==> src/design/eat_pkg.sv <==
/*
 * Constants, field layouts and types shared by the explicit-addressing
 * transmit request host and its reply watcher.
 * Assumes a single 100 MHz clock domain and a byte-wide link to the device.
 */
`default_nettype none

package eat_pkg;

	////////////////////////////////////////////////////////////////////////
	// Frame layout.
	localparam int unsigned PAYLOAD_DEPTH        = 64;
	localparam logic [7:0]  START_DELIM          = 8'h7e;
	localparam logic [7:0]  FRAME_TYPE_EXPLICIT  = 8'h11;
	localparam logic [7:0]  FRAME_TYPE_EXT_STAT  = 8'h8b;
	localparam logic [7:0]  OFF_START            = 8'h00;
	localparam logic [7:0]  OFF_LEN_HI           = 8'h01;
	localparam logic [7:0]  OFF_LEN_LO           = 8'h02;
	localparam logic [7:0]  OFF_TYPE             = 8'h03;
	localparam logic [7:0]  OFF_FRAME_ID         = 8'h04;
	localparam logic [7:0]  OFF_DEST64           = 8'h05;
	localparam logic [7:0]  OFF_DEST64_LAST      = 8'h0c;
	localparam logic [7:0]  OFF_DEST16           = 8'h0d;
	localparam logic [7:0]  OFF_PAYLOAD          = 8'h17;
	localparam logic [15:0] HDR_BYTES            = 16'h0014;
	localparam logic [7:0]  CSUM_BASE            = 8'hff;
	localparam logic [2:0]  RX_CNT_TYPE          = 3'h3;
	localparam logic [2:0]  RX_CNT_ID            = 3'h4;

	////////////////////////////////////////////////////////////////////////
	// Field values.
	localparam logic [63:0] ADDR_BCAST64         = 64'h0000_0000_0000_ffff;
	localparam logic [63:0] ADDR_COORD64         = 64'h0000_0000_0000_0000;
	localparam logic [63:0] ADDR_USE16           = 64'hffff_ffff_ffff_ffff;
	localparam logic [15:0] ADDR16_UNKNOWN       = 16'hfffe;
	localparam logic [7:0]  EP_DATA              = 8'he8;
	localparam logic [15:0] CLUSTER_TRANSPARENT  = 16'h0011;
	localparam logic [15:0] PROFILE_VENDOR       = 16'hc105;
	localparam logic [1:0]  DELIVERY_MESH        = 2'h3;
	localparam logic [6:0]  RST_MAX_PLEN         = 7'h40;
	localparam logic [7:0]  RST_OPTIONS          = 8'h00;

	////////////////////////////////////////////////////////////////////////
	// Register map of the host's own APB slave.
	localparam logic [7:0]  REG_CTRL             = 8'h00;
	localparam logic [7:0]  REG_STATUS           = 8'h04;
	localparam logic [7:0]  REG_FRAME_ID         = 8'h08;
	localparam logic [7:0]  REG_DEST64_HI        = 8'h0c;
	localparam logic [7:0]  REG_DEST64_LO        = 8'h10;
	localparam logic [7:0]  REG_DEST16           = 8'h14;
	localparam logic [7:0]  REG_ENDPOINTS        = 8'h18;
	localparam logic [7:0]  REG_CLUSTER_PROFILE  = 8'h1c;
	localparam logic [7:0]  REG_RADIUS_OPTIONS   = 8'h20;
	localparam logic [7:0]  REG_PAYLOAD_LEN      = 8'h24;
	localparam logic [7:0]  REG_MAX_PAYLOAD      = 8'h28;
	localparam logic [7:0]  REG_PAYLOAD_PTR      = 8'h2c;
	localparam logic [7:0]  REG_PAYLOAD_DATA     = 8'h30;
	localparam int unsigned CTRL_START_BIT       = 0;
	localparam int unsigned CTRL_ABORT_BIT       = 1;
	localparam int unsigned CTRL_MODE_LSB        = 4;
	localparam int unsigned STAT_BUSY_BIT        = 0;
	localparam int unsigned STAT_WAIT_BIT        = 1;
	localparam int unsigned STAT_DONE_BIT        = 2;
	localparam int unsigned STAT_SIZE_ERR_BIT    = 3;
	localparam int unsigned STAT_REPLY_OK_BIT    = 4;
	localparam int unsigned STAT_REPLY_ERR_BIT   = 5;

	typedef enum logic [1:0] {
		ST_IDLE = 2'b00,
		ST_SEND = 2'b01,
		ST_WAIT = 2'b11
	} eat_state_t;

	typedef enum logic [1:0] {
		MODE_U64   = 2'b00,
		MODE_BCAST = 2'b01,
		MODE_U16   = 2'b10,
		MODE_COORD = 2'b11
	} eat_mode_t;

	// Header bytes from the type field onward, most significant first.
	function automatic logic [7:0] eat_pick_byte(input logic [159:0] hdr, input logic [7:0] idx);
		logic [159:0] s;
		s = hdr << {idx, 3'b000};
		return s[159:152];
	endfunction

endpackage

`default_nettype wire

==> src/design/eat_host.sv <==
/*
 * Host-side generator of explicit-addressing transmit request frames.
 * Software fills the fields and payload over APB, then starts a frame that
 * is sent byte by byte with valid/ready; an extended status reply is awaited
 * when the frame identifier is non-zero.
 * Assumes the device's byte sink and reply source run on clk_sys_i.
 */
`timescale 1ns/1ps
`default_nettype none

// Summary of operation
// - Each frame opens with start byte 7E at offset zero.
// - Offsets 1-2 carry length of bytes between length field and checksum.
// - Offset 3 carries frame type 0x11 for explicit addressing requests.
// - Offset 5 destination is 0xFFFF for broadcast, else target address.
// - All-zero destination means coordinator; all ones selects short addressing.
// - Offset 13 short address is 0xFFFE for long, broadcast or unknown.
// - Mesh delivery has no short addressing; field is filled with 0xFFFE.
// - Source endpoint at 15, destination at 16; data transfers use 0xE8.
// - Cluster at offset 17; 0x0011 is transparent data for serial transfers.
// - Profile at offset 19; vendor profile 0xC105 for serial data.
// - Payload runs from offset 23 to the byte before the checksum.
// - Checksum is 0xFF minus low byte of sum of offsets 3 onward.
// - Payload length must not exceed the max_payload_query limit.
// - Outer multi-byte fields go most significant byte first.
module eat_host (
	input  wire logic        clk_sys_i,
	input  wire logic        srst_i,
	input  wire logic        psel_i,
	input  wire logic        penable_i,
	input  wire logic        pwrite_i,
	input  wire logic [7:0]  paddr_i,
	input  wire logic [31:0] pwdata_i,
	output logic [31:0]      prdata_o,
	output logic             pready_o,
	output logic             pslverr_o,
	output logic [7:0]       tx_data_o,
	output logic             tx_valid_o,
	input  wire logic        tx_ready_i,
	input  wire logic [7:0]  rx_data_i,
	input  wire logic        rx_valid_i
);
	import eat_pkg::*;

	typedef struct packed {
		eat_state_t                        state;
		eat_mode_t                         mode;
		logic [7:0]                        frame_id;
		logic [63:0]                       dest64;
		logic [15:0]                       dest16;
		logic [7:0]                        src_ep;
		logic [7:0]                        dst_ep;
		logic [15:0]                       cluster;
		logic [15:0]                       profile;
		logic [7:0]                        radius;
		logic [7:0]                        options;
		logic [6:0]                        plen;
		logic [6:0]                        max_plen;
		logic [5:0]                        wr_ptr;
		logic [PAYLOAD_DEPTH-1:0][7:0]     payload;
		logic [7:0]                        off;
		logic [7:0]                        sum;
		logic [7:0]                        tx_data;
		logic                              tx_valid;
		logic                              done;
		logic                              size_err;
		logic                              reply_ok;
		logic                              reply_err;
		logic                              pready;
		logic                              pslverr;
		logic [31:0]                       prdata;
	} eat_host_state_t;

	localparam eat_host_state_t HOST_RST = '{
		state:    ST_IDLE,
		mode:     MODE_U64,
		dest16:   ADDR16_UNKNOWN,
		src_ep:   EP_DATA,
		dst_ep:   EP_DATA,
		cluster:  CLUSTER_TRANSPARENT,
		profile:  PROFILE_VENDOR,
		options:  RST_OPTIONS,
		max_plen: RST_MAX_PLEN,
		default:  '0
	};

	eat_host_state_t q;
	eat_host_state_t n;
	logic            reply_seen;
	logic            reply_match;
	logic            start_req;
	logic            oversize;
	logic [63:0]     eff_dest64;
	logic [15:0]     eff_dest16;
	logic [159:0]    hdr;
	logic [15:0]     len_field;
	logic [7:0]      last_off;
	logic [7:0]      nxt_off;
	logic [7:0]      acc;
	logic [7:0]      pay_idx;
	logic            accept;

	////////////////////////////////////////////////////////////////////////
	// Reply watcher.
	eat_reply_watch u_watch (
		.clk_sys_i     (clk_sys_i),
		.srst_i        (srst_i),
		.rx_data_i     (rx_data_i),
		.rx_valid_i    (rx_valid_i),
		.expect_id_i   (q.frame_id),
		.reply_seen_o  (reply_seen),
		.reply_match_o (reply_match)
	);

	function automatic logic [31:0] read_reg(input eat_host_state_t s, input logic [7:0] a);
		logic [31:0] r;
		r = 32'h0000_0000;
		unique case (a)
			REG_CTRL:            r[CTRL_MODE_LSB +: 2] = s.mode;
			REG_STATUS: begin
				r[STAT_BUSY_BIT]      = (s.state != ST_IDLE);
				r[STAT_WAIT_BIT]      = (s.state == ST_WAIT);
				r[STAT_DONE_BIT]      = s.done;
				r[STAT_SIZE_ERR_BIT]  = s.size_err;
				r[STAT_REPLY_OK_BIT]  = s.reply_ok;
				r[STAT_REPLY_ERR_BIT] = s.reply_err;
			end
			REG_FRAME_ID:        r[7:0]  = s.frame_id;
			REG_DEST64_HI:       r       = s.dest64[63:32];
			REG_DEST64_LO:       r       = s.dest64[31:0];
			REG_DEST16:          r[15:0] = s.dest16;
			REG_ENDPOINTS:       r[15:0] = {s.dst_ep, s.src_ep};
			REG_CLUSTER_PROFILE: r       = {s.profile, s.cluster};
			REG_RADIUS_OPTIONS:  r[15:0] = {s.options, s.radius};
			REG_PAYLOAD_LEN:     r[6:0]  = s.plen;
			REG_MAX_PAYLOAD:     r[6:0]  = s.max_plen;
			REG_PAYLOAD_PTR:     r[5:0]  = s.wr_ptr;
			default:             r       = 32'h0000_0000;
		endcase
		return r;
	endfunction

	function automatic logic reg_mapped(input logic [7:0] a);
		return (a[1:0] == 2'b00) && (a <= REG_PAYLOAD_DATA);
	endfunction

	////////////////////////////////////////////////////////////////////////
	// Field values as they go on the wire.
	always_comb begin
		unique case (q.mode)
			MODE_BCAST: eff_dest64 = ADDR_BCAST64;
			MODE_U16:   eff_dest64 = ADDR_USE16;
			MODE_COORD: eff_dest64 = ADDR_COORD64;
			MODE_U64:   eff_dest64 = q.dest64;
		endcase
		// Short addressing only when asked for and not on mesh delivery.
		if (q.mode == MODE_U16 && q.options[7:6] != DELIVERY_MESH) begin
			eff_dest16 = q.dest16;
		end else begin
			eff_dest16 = ADDR16_UNKNOWN;
		end
	end

	// The software-loaded endpoints, cluster, profile, radius and options go
	// out unchanged; zero radius and options are legal and select defaults.
	assign hdr       = {FRAME_TYPE_EXPLICIT, q.frame_id, eff_dest64, eff_dest16, q.src_ep, q.dst_ep,
	                    q.cluster, q.profile, q.radius, q.options};
	assign len_field = HDR_BYTES + {9'h000, q.plen};
	assign last_off  = OFF_PAYLOAD + {1'b0, q.plen};
	assign nxt_off   = 8'(q.off + 8'h01);
	assign acc       = (q.off >= OFF_TYPE) ? 8'(q.sum + q.tx_data) : q.sum;
	assign pay_idx   = 8'(nxt_off - OFF_PAYLOAD);
	assign accept    = q.tx_valid && tx_ready_i;
	assign start_req = psel_i && penable_i && pwrite_i && q.pready && paddr_i == REG_CTRL
	                   && pwdata_i[CTRL_START_BIT];
	assign oversize  = (q.plen > q.max_plen) || (q.plen > 7'(PAYLOAD_DEPTH));

	////////////////////////////////////////////////////////////////////////
	always_comb begin
		n = q;
		// APB: one wait state, read data captured on the same edge that pready rises.
		if (psel_i && penable_i && !q.pready) begin
			n.pready  = 1'b1;
			n.prdata  = read_reg(q, paddr_i);
			n.pslverr = !reg_mapped(paddr_i);
		end else begin
			n.pready  = 1'b0;
			n.pslverr = 1'b0;
		end
		// Field writes are ignored while a frame is out so it stays coherent.
		if (psel_i && penable_i && pwrite_i && q.pready && q.state == ST_IDLE) begin
			unique case (paddr_i)
				REG_CTRL:            n.mode = eat_mode_t'(pwdata_i[CTRL_MODE_LSB +: 2]);
				REG_FRAME_ID:        n.frame_id = pwdata_i[7:0];
				REG_DEST64_HI:       n.dest64[63:32] = pwdata_i;
				REG_DEST64_LO:       n.dest64[31:0] = pwdata_i;
				REG_DEST16:          n.dest16 = pwdata_i[15:0];
				REG_ENDPOINTS:       {n.dst_ep, n.src_ep} = pwdata_i[15:0];
				REG_CLUSTER_PROFILE: {n.profile, n.cluster} = pwdata_i;
				REG_RADIUS_OPTIONS:  {n.options, n.radius} = pwdata_i[15:0];
				REG_PAYLOAD_LEN:     n.plen = pwdata_i[6:0];
				REG_MAX_PAYLOAD:     n.max_plen = pwdata_i[6:0];
				REG_PAYLOAD_PTR:     n.wr_ptr = pwdata_i[5:0];
				REG_PAYLOAD_DATA: begin
					n.payload[q.wr_ptr] = pwdata_i[7:0];
					n.wr_ptr            = 6'(q.wr_ptr + 6'h01);
				end
				default: ;
			endcase
		end

		unique case (q.state)
			ST_IDLE: begin
				if (start_req) begin
					n.done      = 1'b0;
					n.reply_ok  = 1'b0;
					n.reply_err = 1'b0;
					if (oversize) begin
						n.size_err = 1'b1;
					end else begin
						n.size_err = 1'b0;
						n.state    = ST_SEND;
						n.off      = OFF_START;
						n.sum      = 8'h00;
						n.tx_data  = START_DELIM;
						n.tx_valid = 1'b1;
					end
				end
			end
			ST_SEND: begin
				if (accept) begin
					if (q.off == last_off) begin
						n.tx_valid = 1'b0;
						n.done     = 1'b1;
						// A zero identifier owes no reply, so nothing is awaited.
						n.state    = (q.frame_id != 8'h00) ? ST_WAIT : ST_IDLE;
					end else begin
						n.off = nxt_off;
						n.sum = acc;
						if (nxt_off == OFF_LEN_HI) begin
							n.tx_data = len_field[15:8];
						end else if (nxt_off == OFF_LEN_LO) begin
							n.tx_data = len_field[7:0];
						end else if (nxt_off < OFF_PAYLOAD) begin
							n.tx_data = eat_pick_byte(hdr, 8'(nxt_off - OFF_TYPE));
						end else if (nxt_off < last_off) begin
							n.tx_data = q.payload[pay_idx[5:0]];
						end else begin
							n.tx_data = 8'(CSUM_BASE - acc);
						end
					end
				end
			end
			ST_WAIT: begin
				if (reply_seen) begin
					n.reply_ok  = reply_match;
					n.reply_err = !reply_match;
					n.state     = ST_IDLE;
				end else if (psel_i && penable_i && pwrite_i && q.pready && paddr_i == REG_CTRL
				             && pwdata_i[CTRL_ABORT_BIT]) begin
					// A lost reply would otherwise hold the host here forever.
					n.state = ST_IDLE;
				end
			end
			default: n.state = ST_IDLE;
		endcase
	end

	always_ff @(posedge clk_sys_i) begin
		if (srst_i) begin
			q <= HOST_RST;
		end else begin
			q <= n;
		end
	end

	assign prdata_o   = q.prdata;
	assign pready_o   = q.pready;
	assign pslverr_o  = q.pslverr;
	assign tx_data_o  = q.tx_data;
	assign tx_valid_o = q.tx_valid;

	////////////////////////////////////////////////////////////////////////
	// Checks.
	logic [7:0] chk_run;

	always_ff @(posedge clk_sys_i) begin
		if (srst_i || (accept && q.off == OFF_START)) begin
			chk_run <= 8'h00;
		end else if (accept && q.off >= OFF_TYPE) begin
			chk_run <= 8'(chk_run + q.tx_data);
		end
	end
endmodule // eat_host

`default_nettype wire

==> src/design/eat_reply_watch.sv <==
/*
 * Watches the byte stream coming back from the device for an extended
 * transmit status frame and compares its identifier with the one sent.
 * Assumes the reply bytes come from logic on the same clock, unescaped.
 */
`timescale 1ns/1ps
`default_nettype none

module eat_reply_watch (
	input  wire logic       clk_sys_i,
	input  wire logic       srst_i,
	input  wire logic [7:0] rx_data_i,
	input  wire logic       rx_valid_i,
	input  wire logic [7:0] expect_id_i,
	output logic            reply_seen_o,
	output logic            reply_match_o
);
	import eat_pkg::*;

	typedef struct packed {
		logic [2:0]  cnt;
		logic [15:0] left;
		logic        type_ok;
		logic        seen;
		logic        match;
	} eat_watch_state_t;

	eat_watch_state_t q;
	eat_watch_state_t n;

	////////////////////////////////////////////////////////////////////////
	// Only the type and identifier are checked; the rest of the status frame,
	// checksum included, is skipped by its length field, so a start byte
	// value inside it cannot restart the hunt and swallow the next reply.
	always_comb begin
		n      = q;
		n.seen = 1'b0;
		if (rx_valid_i) begin
			if (q.cnt == 3'h0) begin
				if (rx_data_i == START_DELIM) begin
					n.cnt = 3'h1;
				end
			end else if (q.cnt == 3'h1) begin
				n.left[15:8] = rx_data_i;
				n.cnt        = 3'h2;
			end else if (q.cnt == 3'h2) begin
				n.left[7:0] = rx_data_i;
				n.cnt       = RX_CNT_TYPE;
			end else if (q.cnt == RX_CNT_TYPE) begin
				n.type_ok = (rx_data_i == FRAME_TYPE_EXT_STAT);
				n.cnt     = RX_CNT_ID;
			end else if (q.cnt == RX_CNT_ID) begin
				n.seen  = q.type_ok;
				n.match = (rx_data_i == expect_id_i);
				// Bytes still to come after the identifier, checksum excluded.
				n.left  = 16'(q.left - 16'h0002);
				n.cnt   = (q.left < 16'h0002) ? 3'h0 : 3'h5;
			end else if (q.left == 16'h0000) begin
				n.cnt = 3'h0;
			end else begin
				n.left = 16'(q.left - 16'h0001);
			end
		end
	end

	always_ff @(posedge clk_sys_i) begin
		if (srst_i) begin
			q <= '0;
		end else begin
			q <= n;
		end
	end

	assign reply_seen_o  = q.seen;
	assign reply_match_o = q.match;

endmodule // eat_reply_watch

`default_nettype wire

==> config.mk <==
export PLATFORM = sky130hd
export DESIGN_NAME = eat_host
export DESIGN_NICKNAME = d
export VERILOG_FILES = /design/src/design/eat_pkg.sv /design/src/design/eat_host.sv /design/src/design/eat_reply_watch.sv
export SDC_FILE = /design/constraint.sdc
export NUM_CORES = 2
export LEC_CHECK = 0
export BUFFER_PORTS_ARGS = -buffer_cell sky130_fd_sc_hd__buf_2
export CORE_AREA = 10 10 263 265
export DETAILED_ROUTE_END_ITERATION = 6
export DIE_AREA = 0 0 273 275
export PLACE_DENSITY = 0.83
export RECOVER_POWER = 50
export SYNTH_ARGS = -nofsm -noshare
export SYNTH_HDL_FRONTEND = slang
export SYNTH_SLANG_ARGS = --single-unit
==> constraint.sdc <==
create_clock -name clk_sys_i -period 4.54 [get_ports clk_sys_i]
set_input_delay 0.908 -clock clk_sys_i [delete_from_list [all_inputs] [get_ports clk_sys_i]]
set_output_delay 0.908 -clock clk_sys_i [all_outputs]
set_load 0.1 [all_outputs]
# Word-level counts from Yosys, hierarchy flattened
# Cells that the tools add are included.
# op_classes
magnitude_cmp	10
n_eq_ne	41
n_mux	49
n_mul	0
bitwise	7
div	0
shifts	1
add_sub_neg	10
n_reduce_logical	53
# ops
op	count
$bwmux 512	1
$pmux 64 s4	1
$shl 157x11->160	1
$mux 8	9
$pmux 26 s2	1
$bmux 8 s6	1
$demux 8 s6	1
$mux 16	3
$pmux 16 s3	1
$pmux 8 s6	1
$pmux 4 s11	1
$eq 8x6->1 const B	5
$eq 8x5->1 const B	4
$reduce_and 5->1	6
$mux 29	1
$mux 26	1
$reduce_and 2->1	13
$mux 25	1
$mux 24	1
$pmux 2 s12	1
$mux 2	10
$mux 19	1
$mux 3	6
$add 5x7->8 const A	2
55 further kinds	98
# totals
ff_bits	773
ramBits	0
latch_bits	0
memories	0
rom_bits	0

# Logic depth before layout (Yosys ltp)
# logic_depth
word_depth	11
depth_mapped	16
mapped_depth_nobuf	13

# Cells and area by module
# Synthesis repeated with hierarchy kept, for this count alone.
# unflattened
hier_cells	4667
area_unflattened_um2	37339.6
# by_module_without_submodules
mod	n_inst	cells_each	seq_area_each_um2	area_each_um2
eat_host	1	4443	15034.4	35635.4
eat_reply_watch	1	224	440.4	1704.1

# Worst setup path after synthesis
# Ideal clock, no wire load.
# synth_path
path_type	reg2reg
from	register q[55] (netlist name)
to	register q (netlist bit tx_data_o[3])
arrival_ps	3240
setup_slack_ps	1176
path_stages_with_launch	14
path_buffers	3
setup_time_ps	124
cell_sequence	dfxtp_1 inv_2 buf_2 buf_4 buf_2 ha_1 nor2b_1 a21bo_2 xnor2_2 mux4_2 mux2i_1 nor2_1 o21ai_0 a31oi_1
# synth_via
elab_chain_len	11
word_cells_on_any_way	23
classes_between	4 x add/sub; 3 x order compare; 4 x eq/ne; 1 x shift; 10 x mux; 1 x reduce/logical
# synth_lines
element	line	source
start, declared	eat_host.sv:87	eat_host_state_t q;
start signal, assigned	eat_host.sv:273	q <= n;
branches (longest 11 deep; another with $add 8x1->8)	n/a	
# Parallel ways; which one is timed is not known. The select of a mux whose other input is x is not followed.
# A chain may end at the register's enable or synchronous reset.

# Final worst setup path
# layout_path
from	register q[749] (netlist name)
to	register q[98] (netlist name)
# layout_via
elab_chain_len	3
# layout_lines
element	line	source
$logic_not 2->1	eat_host.sv:191	if (psel_i && penable_i && pwrite_i && q.pready && q.state == ST_IDLE) begin
$logic_and 1x1->1	eat_host.sv:191	
$reduce_and 2->1 (no source line)	n/a	
# Every way passes these cells.

==> implementation parameters <==
Parameter                              Value

Status
  Outcome    finished, violations left
  Failing checks    DRC, capacitance limit, slew limit

Worst setup path
  Max Fanout on Critical Path    12
  Worst Path Required    4.95 ns
  Sort of element at the end of the critical path    flip-flop
  Slowest cell on the critical path    nor2_1
  Longest individual stage delay on the worst path    1.10 ns
  Number of buffer and inverter instances along the worst setup path    1
  Cell count of the worst reg-to-reg path    8
  Cell count along the critical path    8
  Data arrival time of the critical path    4.64 ns
  Worst path top cell family by delay    simple AND/OR/NAND/NOR gates
  Crit Path Class    flip-flop to flip-flop
  Startpoint kind of the worst setup timing path    flip-flop
  Cells along the critical path    or2_0 > or2_0 > nor3_1 > nand3b_1 > clkbuf_1 > nor2_1 > mux2i_1 > nor2_1

Synth
  Cell types occupying the most area after synthesis    dfxtp_1, mux2i_1, nand2_1
  Syn Inst Count    4415
  Number of flops mapped to enable cells by yosys    0
  Area fraction of the dominant cell type after synthesis    40.7%
  Distinct cell type count of the synthesized netlist    99
  Total standard cell area after synthesis    38000 sq um
  Fraction of the yosys area taken by sequential cells    40.7%
  Dominant cell type by area after synthesis    dfxtp_1
  FF+latch count, synth    773
  Average cell area after synthesis    8.60 sq um
  Syn_nets    4505
  Async set-or-reset flop fraction in the synthesized netlist    0%
  Ys flop type    dfxtp_1
  Number of warnings printed during yosys synthesis    0

STA
  Number of pins with negative max-slew slack in the final report    458
  Minimum hold slack    0.452 ns
  Setup violation total in the final timing report    0
  Setup repair after global routing missed its margin    false
  Slew Limit Headroom    -69.6%
  Measured slew at the worst slew-check pin    2.54 ns
  Maximum clock skew at final layout    0.0481 ns
  Final period utilization    93.1%
  Maximum clock rate    237 MHz
  Final hold violation count    0
  Worst Slack Setup Final    0.312 ns
  Setup TNS    0 ns
  Final Critical Period    4.23 ns

Die
  Total number of placement rows    93
  Die outline area    75100 sq um
  Die height    275 um
  Starting Density    59.5%
  Number of top-level pins    98
  Core area    63900 sq um
  Die boundary width    273 um

Placed design
  Placed instance count    5059
  Placed wire-length estimate    76.6 mm
  Post-placement worst setup slack    0.652 ns
  Count of buffers from port buffering    97
  Placer's final routability congestion estimate    1.01

Finish
  Leading cell type in the layout, fill and taps excluded    nand2_1
  Area growth from synthesis to layout    8.30%
  Top library cells by usage in the layout, fill and taps aside    nand2_1, dfxtp_1, nor2_1
  Count of non-filler cells in the finished layout    5209
  Number of nets in the layout    4376
  Final Core Density    64.4%
  Share of cells above drive strength 1    11.2%

Global routing
  Antenna violations before repair    4
  Overall routing resource usage    30.9%
  Via count of the first global-routing pass    32500
  First-pass GRT wire length    186 mm
  Total grt overflow    0
  Maximum number of pins on one net before global-route repair    246

Drt
  Initial DRT Pass Iterations    7
  Post-detailed-route count of antenna-violating nets    0
  Post-DR wirelength/cell    23.2 um
  Via-to-Cell Ratio    6.61
  Routed wire length    121 mm
  DRC    11
  DR iter-0 viols    5343
  Vias    34400

CTS
  Number of hold buffers added after CTS    0
  Clock latency reported for the late side of the worst-skew pair    0.65 ns
  Clk sink count    773
  Clock buffers created by TritonCTS    80
  Clock root cell    clkbuf_16
  Number of setup buffers added after CTS    0
  Deepest clock path buffer count    3
  # H-tree levels    3
  Number of gates resized after CTS    0
  TritonCTS clock tree    yes
  Clock transition at the register clock pins on the worst setup and hold paths after CTS    0.07 ns

Flow run
  Maximum capacitance violations    6

Power
  Total power density per cell area    352 nW/um^2
  Maximum vdd ir drop    324 uV
  Leakage power summed over all cells    13.8 nW

Min path
  Number of stages on the worst hold path    2
  Worst min path class    flip-flop to flip-flop
[worst paths after layout]
kind	start	to	slack, ns
min	q[334]$_SDFFE_PP0P_	q[334]$_SDFFE_PP0P_	0.45
max reg2reg	q[749]$_SDFFE_PP0P_	q[98]$_SDFFE_PP0P_	0.31
max	q[749]$_SDFFE_PP0P_	q[98]$_SDFFE_PP0P_	0.31
min reg2reg	q[334]$_SDFFE_PP0P_	q[334]$_SDFFE_PP0P_	0.45
[final cells by class]
cell class	count	area, sq um
Fill cell	5016	22700
Multi-Input combinational cell	3197	20400
Sequential cell	773	15500
Clock buffer	112	2340
Timing Repair Buffer	202	1250
Tap cell	855	1070
Clock inverter	35	459
Inverter	32	125
Antenna cell	3	7.51
[worst reg2reg max path, cell delays in order, from the launching register on]
cell and delay [ns]:
dfxtp_1 0.48, or2_0 0.44, or2_0 0.50, nor3_1 0.52, nand3b_1 0.13, clkbuf_1 0.48
nor2_1 1.11, mux2i_1 0.29, nor2_1 0.08
[synth_stat cells, types with 22 or more instances]
cell      count
o21ai_0      90
nand3_1     291
a221oi_1     32
buf_4        61
nor2_2       26
buf_1        38
mux4_2      113
buf_2        77
nor3_1       55
inv_1        31
a22oi_1      27
a31oi_1      22
dfxtp_1     773
xnor2_1      23
clkbuf_1    230
ha_1         34
mux2i_1     413
nand2_1     790
a22o_1       22
nand4_1      29
nor2_1      471
a21oi_1     420
mux2_2       23
[registers in the layout (all words and copies together) (netlist names)]
register and flops:
tx_data_o 8, pslverr_o 1, prdata_o 32, u_watch.reply_match_o 1, q 636, tx_valid_o 1, pready_o 1, u_watch.reply_seen_o 1
hdr 72, u_watch.q 20
[metrics by stage]
| step | cell area, sq um | power [mW] |
|---|---|---|
| after floorplan | 38000 | 7.47 |
| after global placement | 38600 | 7.64 |
| after detailed placement | 38600 | 7.64 |
| after CTS | 41400 | 14.5 |
| after global routing | 41100 | 14.8 |
| final | 41100 | 14.5 |
[logic make-up (layout without fill, tap and decap cells)]
group	Yosys count	count (layout)	synth area share (%)
AO/OA/AOI/OAI	771	771	12.4
buffers and inverters	445	381	5.40
XOR/XNOR	41	41	1.16
other	0	3	0
adder cells (fa/ha/maj)	35	35	1.17
multiplexers	550	550	18.3
AND/OR/NAND/NOR	1800	1800	20.8
flip-flops	773	773	40.7
[power breakdown]
part	internal (mW)	switching [mW]	total, mW
Sequential	6.81	0.0208	6.83
Clock	4.09	2.88	6.97
Combinational	0.134	0.548	0.682
[metal layers]
metal / wire length, um / share of wire (%) / global-route usage, %
met1: 46200 / 38 / 40.3
met2: 52100 / 43 / 46.2
met3: 15300 / 13 / 8.29
met4: 7090 / 5.9 / 16.7
met5: 13 / 0.011 / 0.192
(Power assumes the default switching activity.)
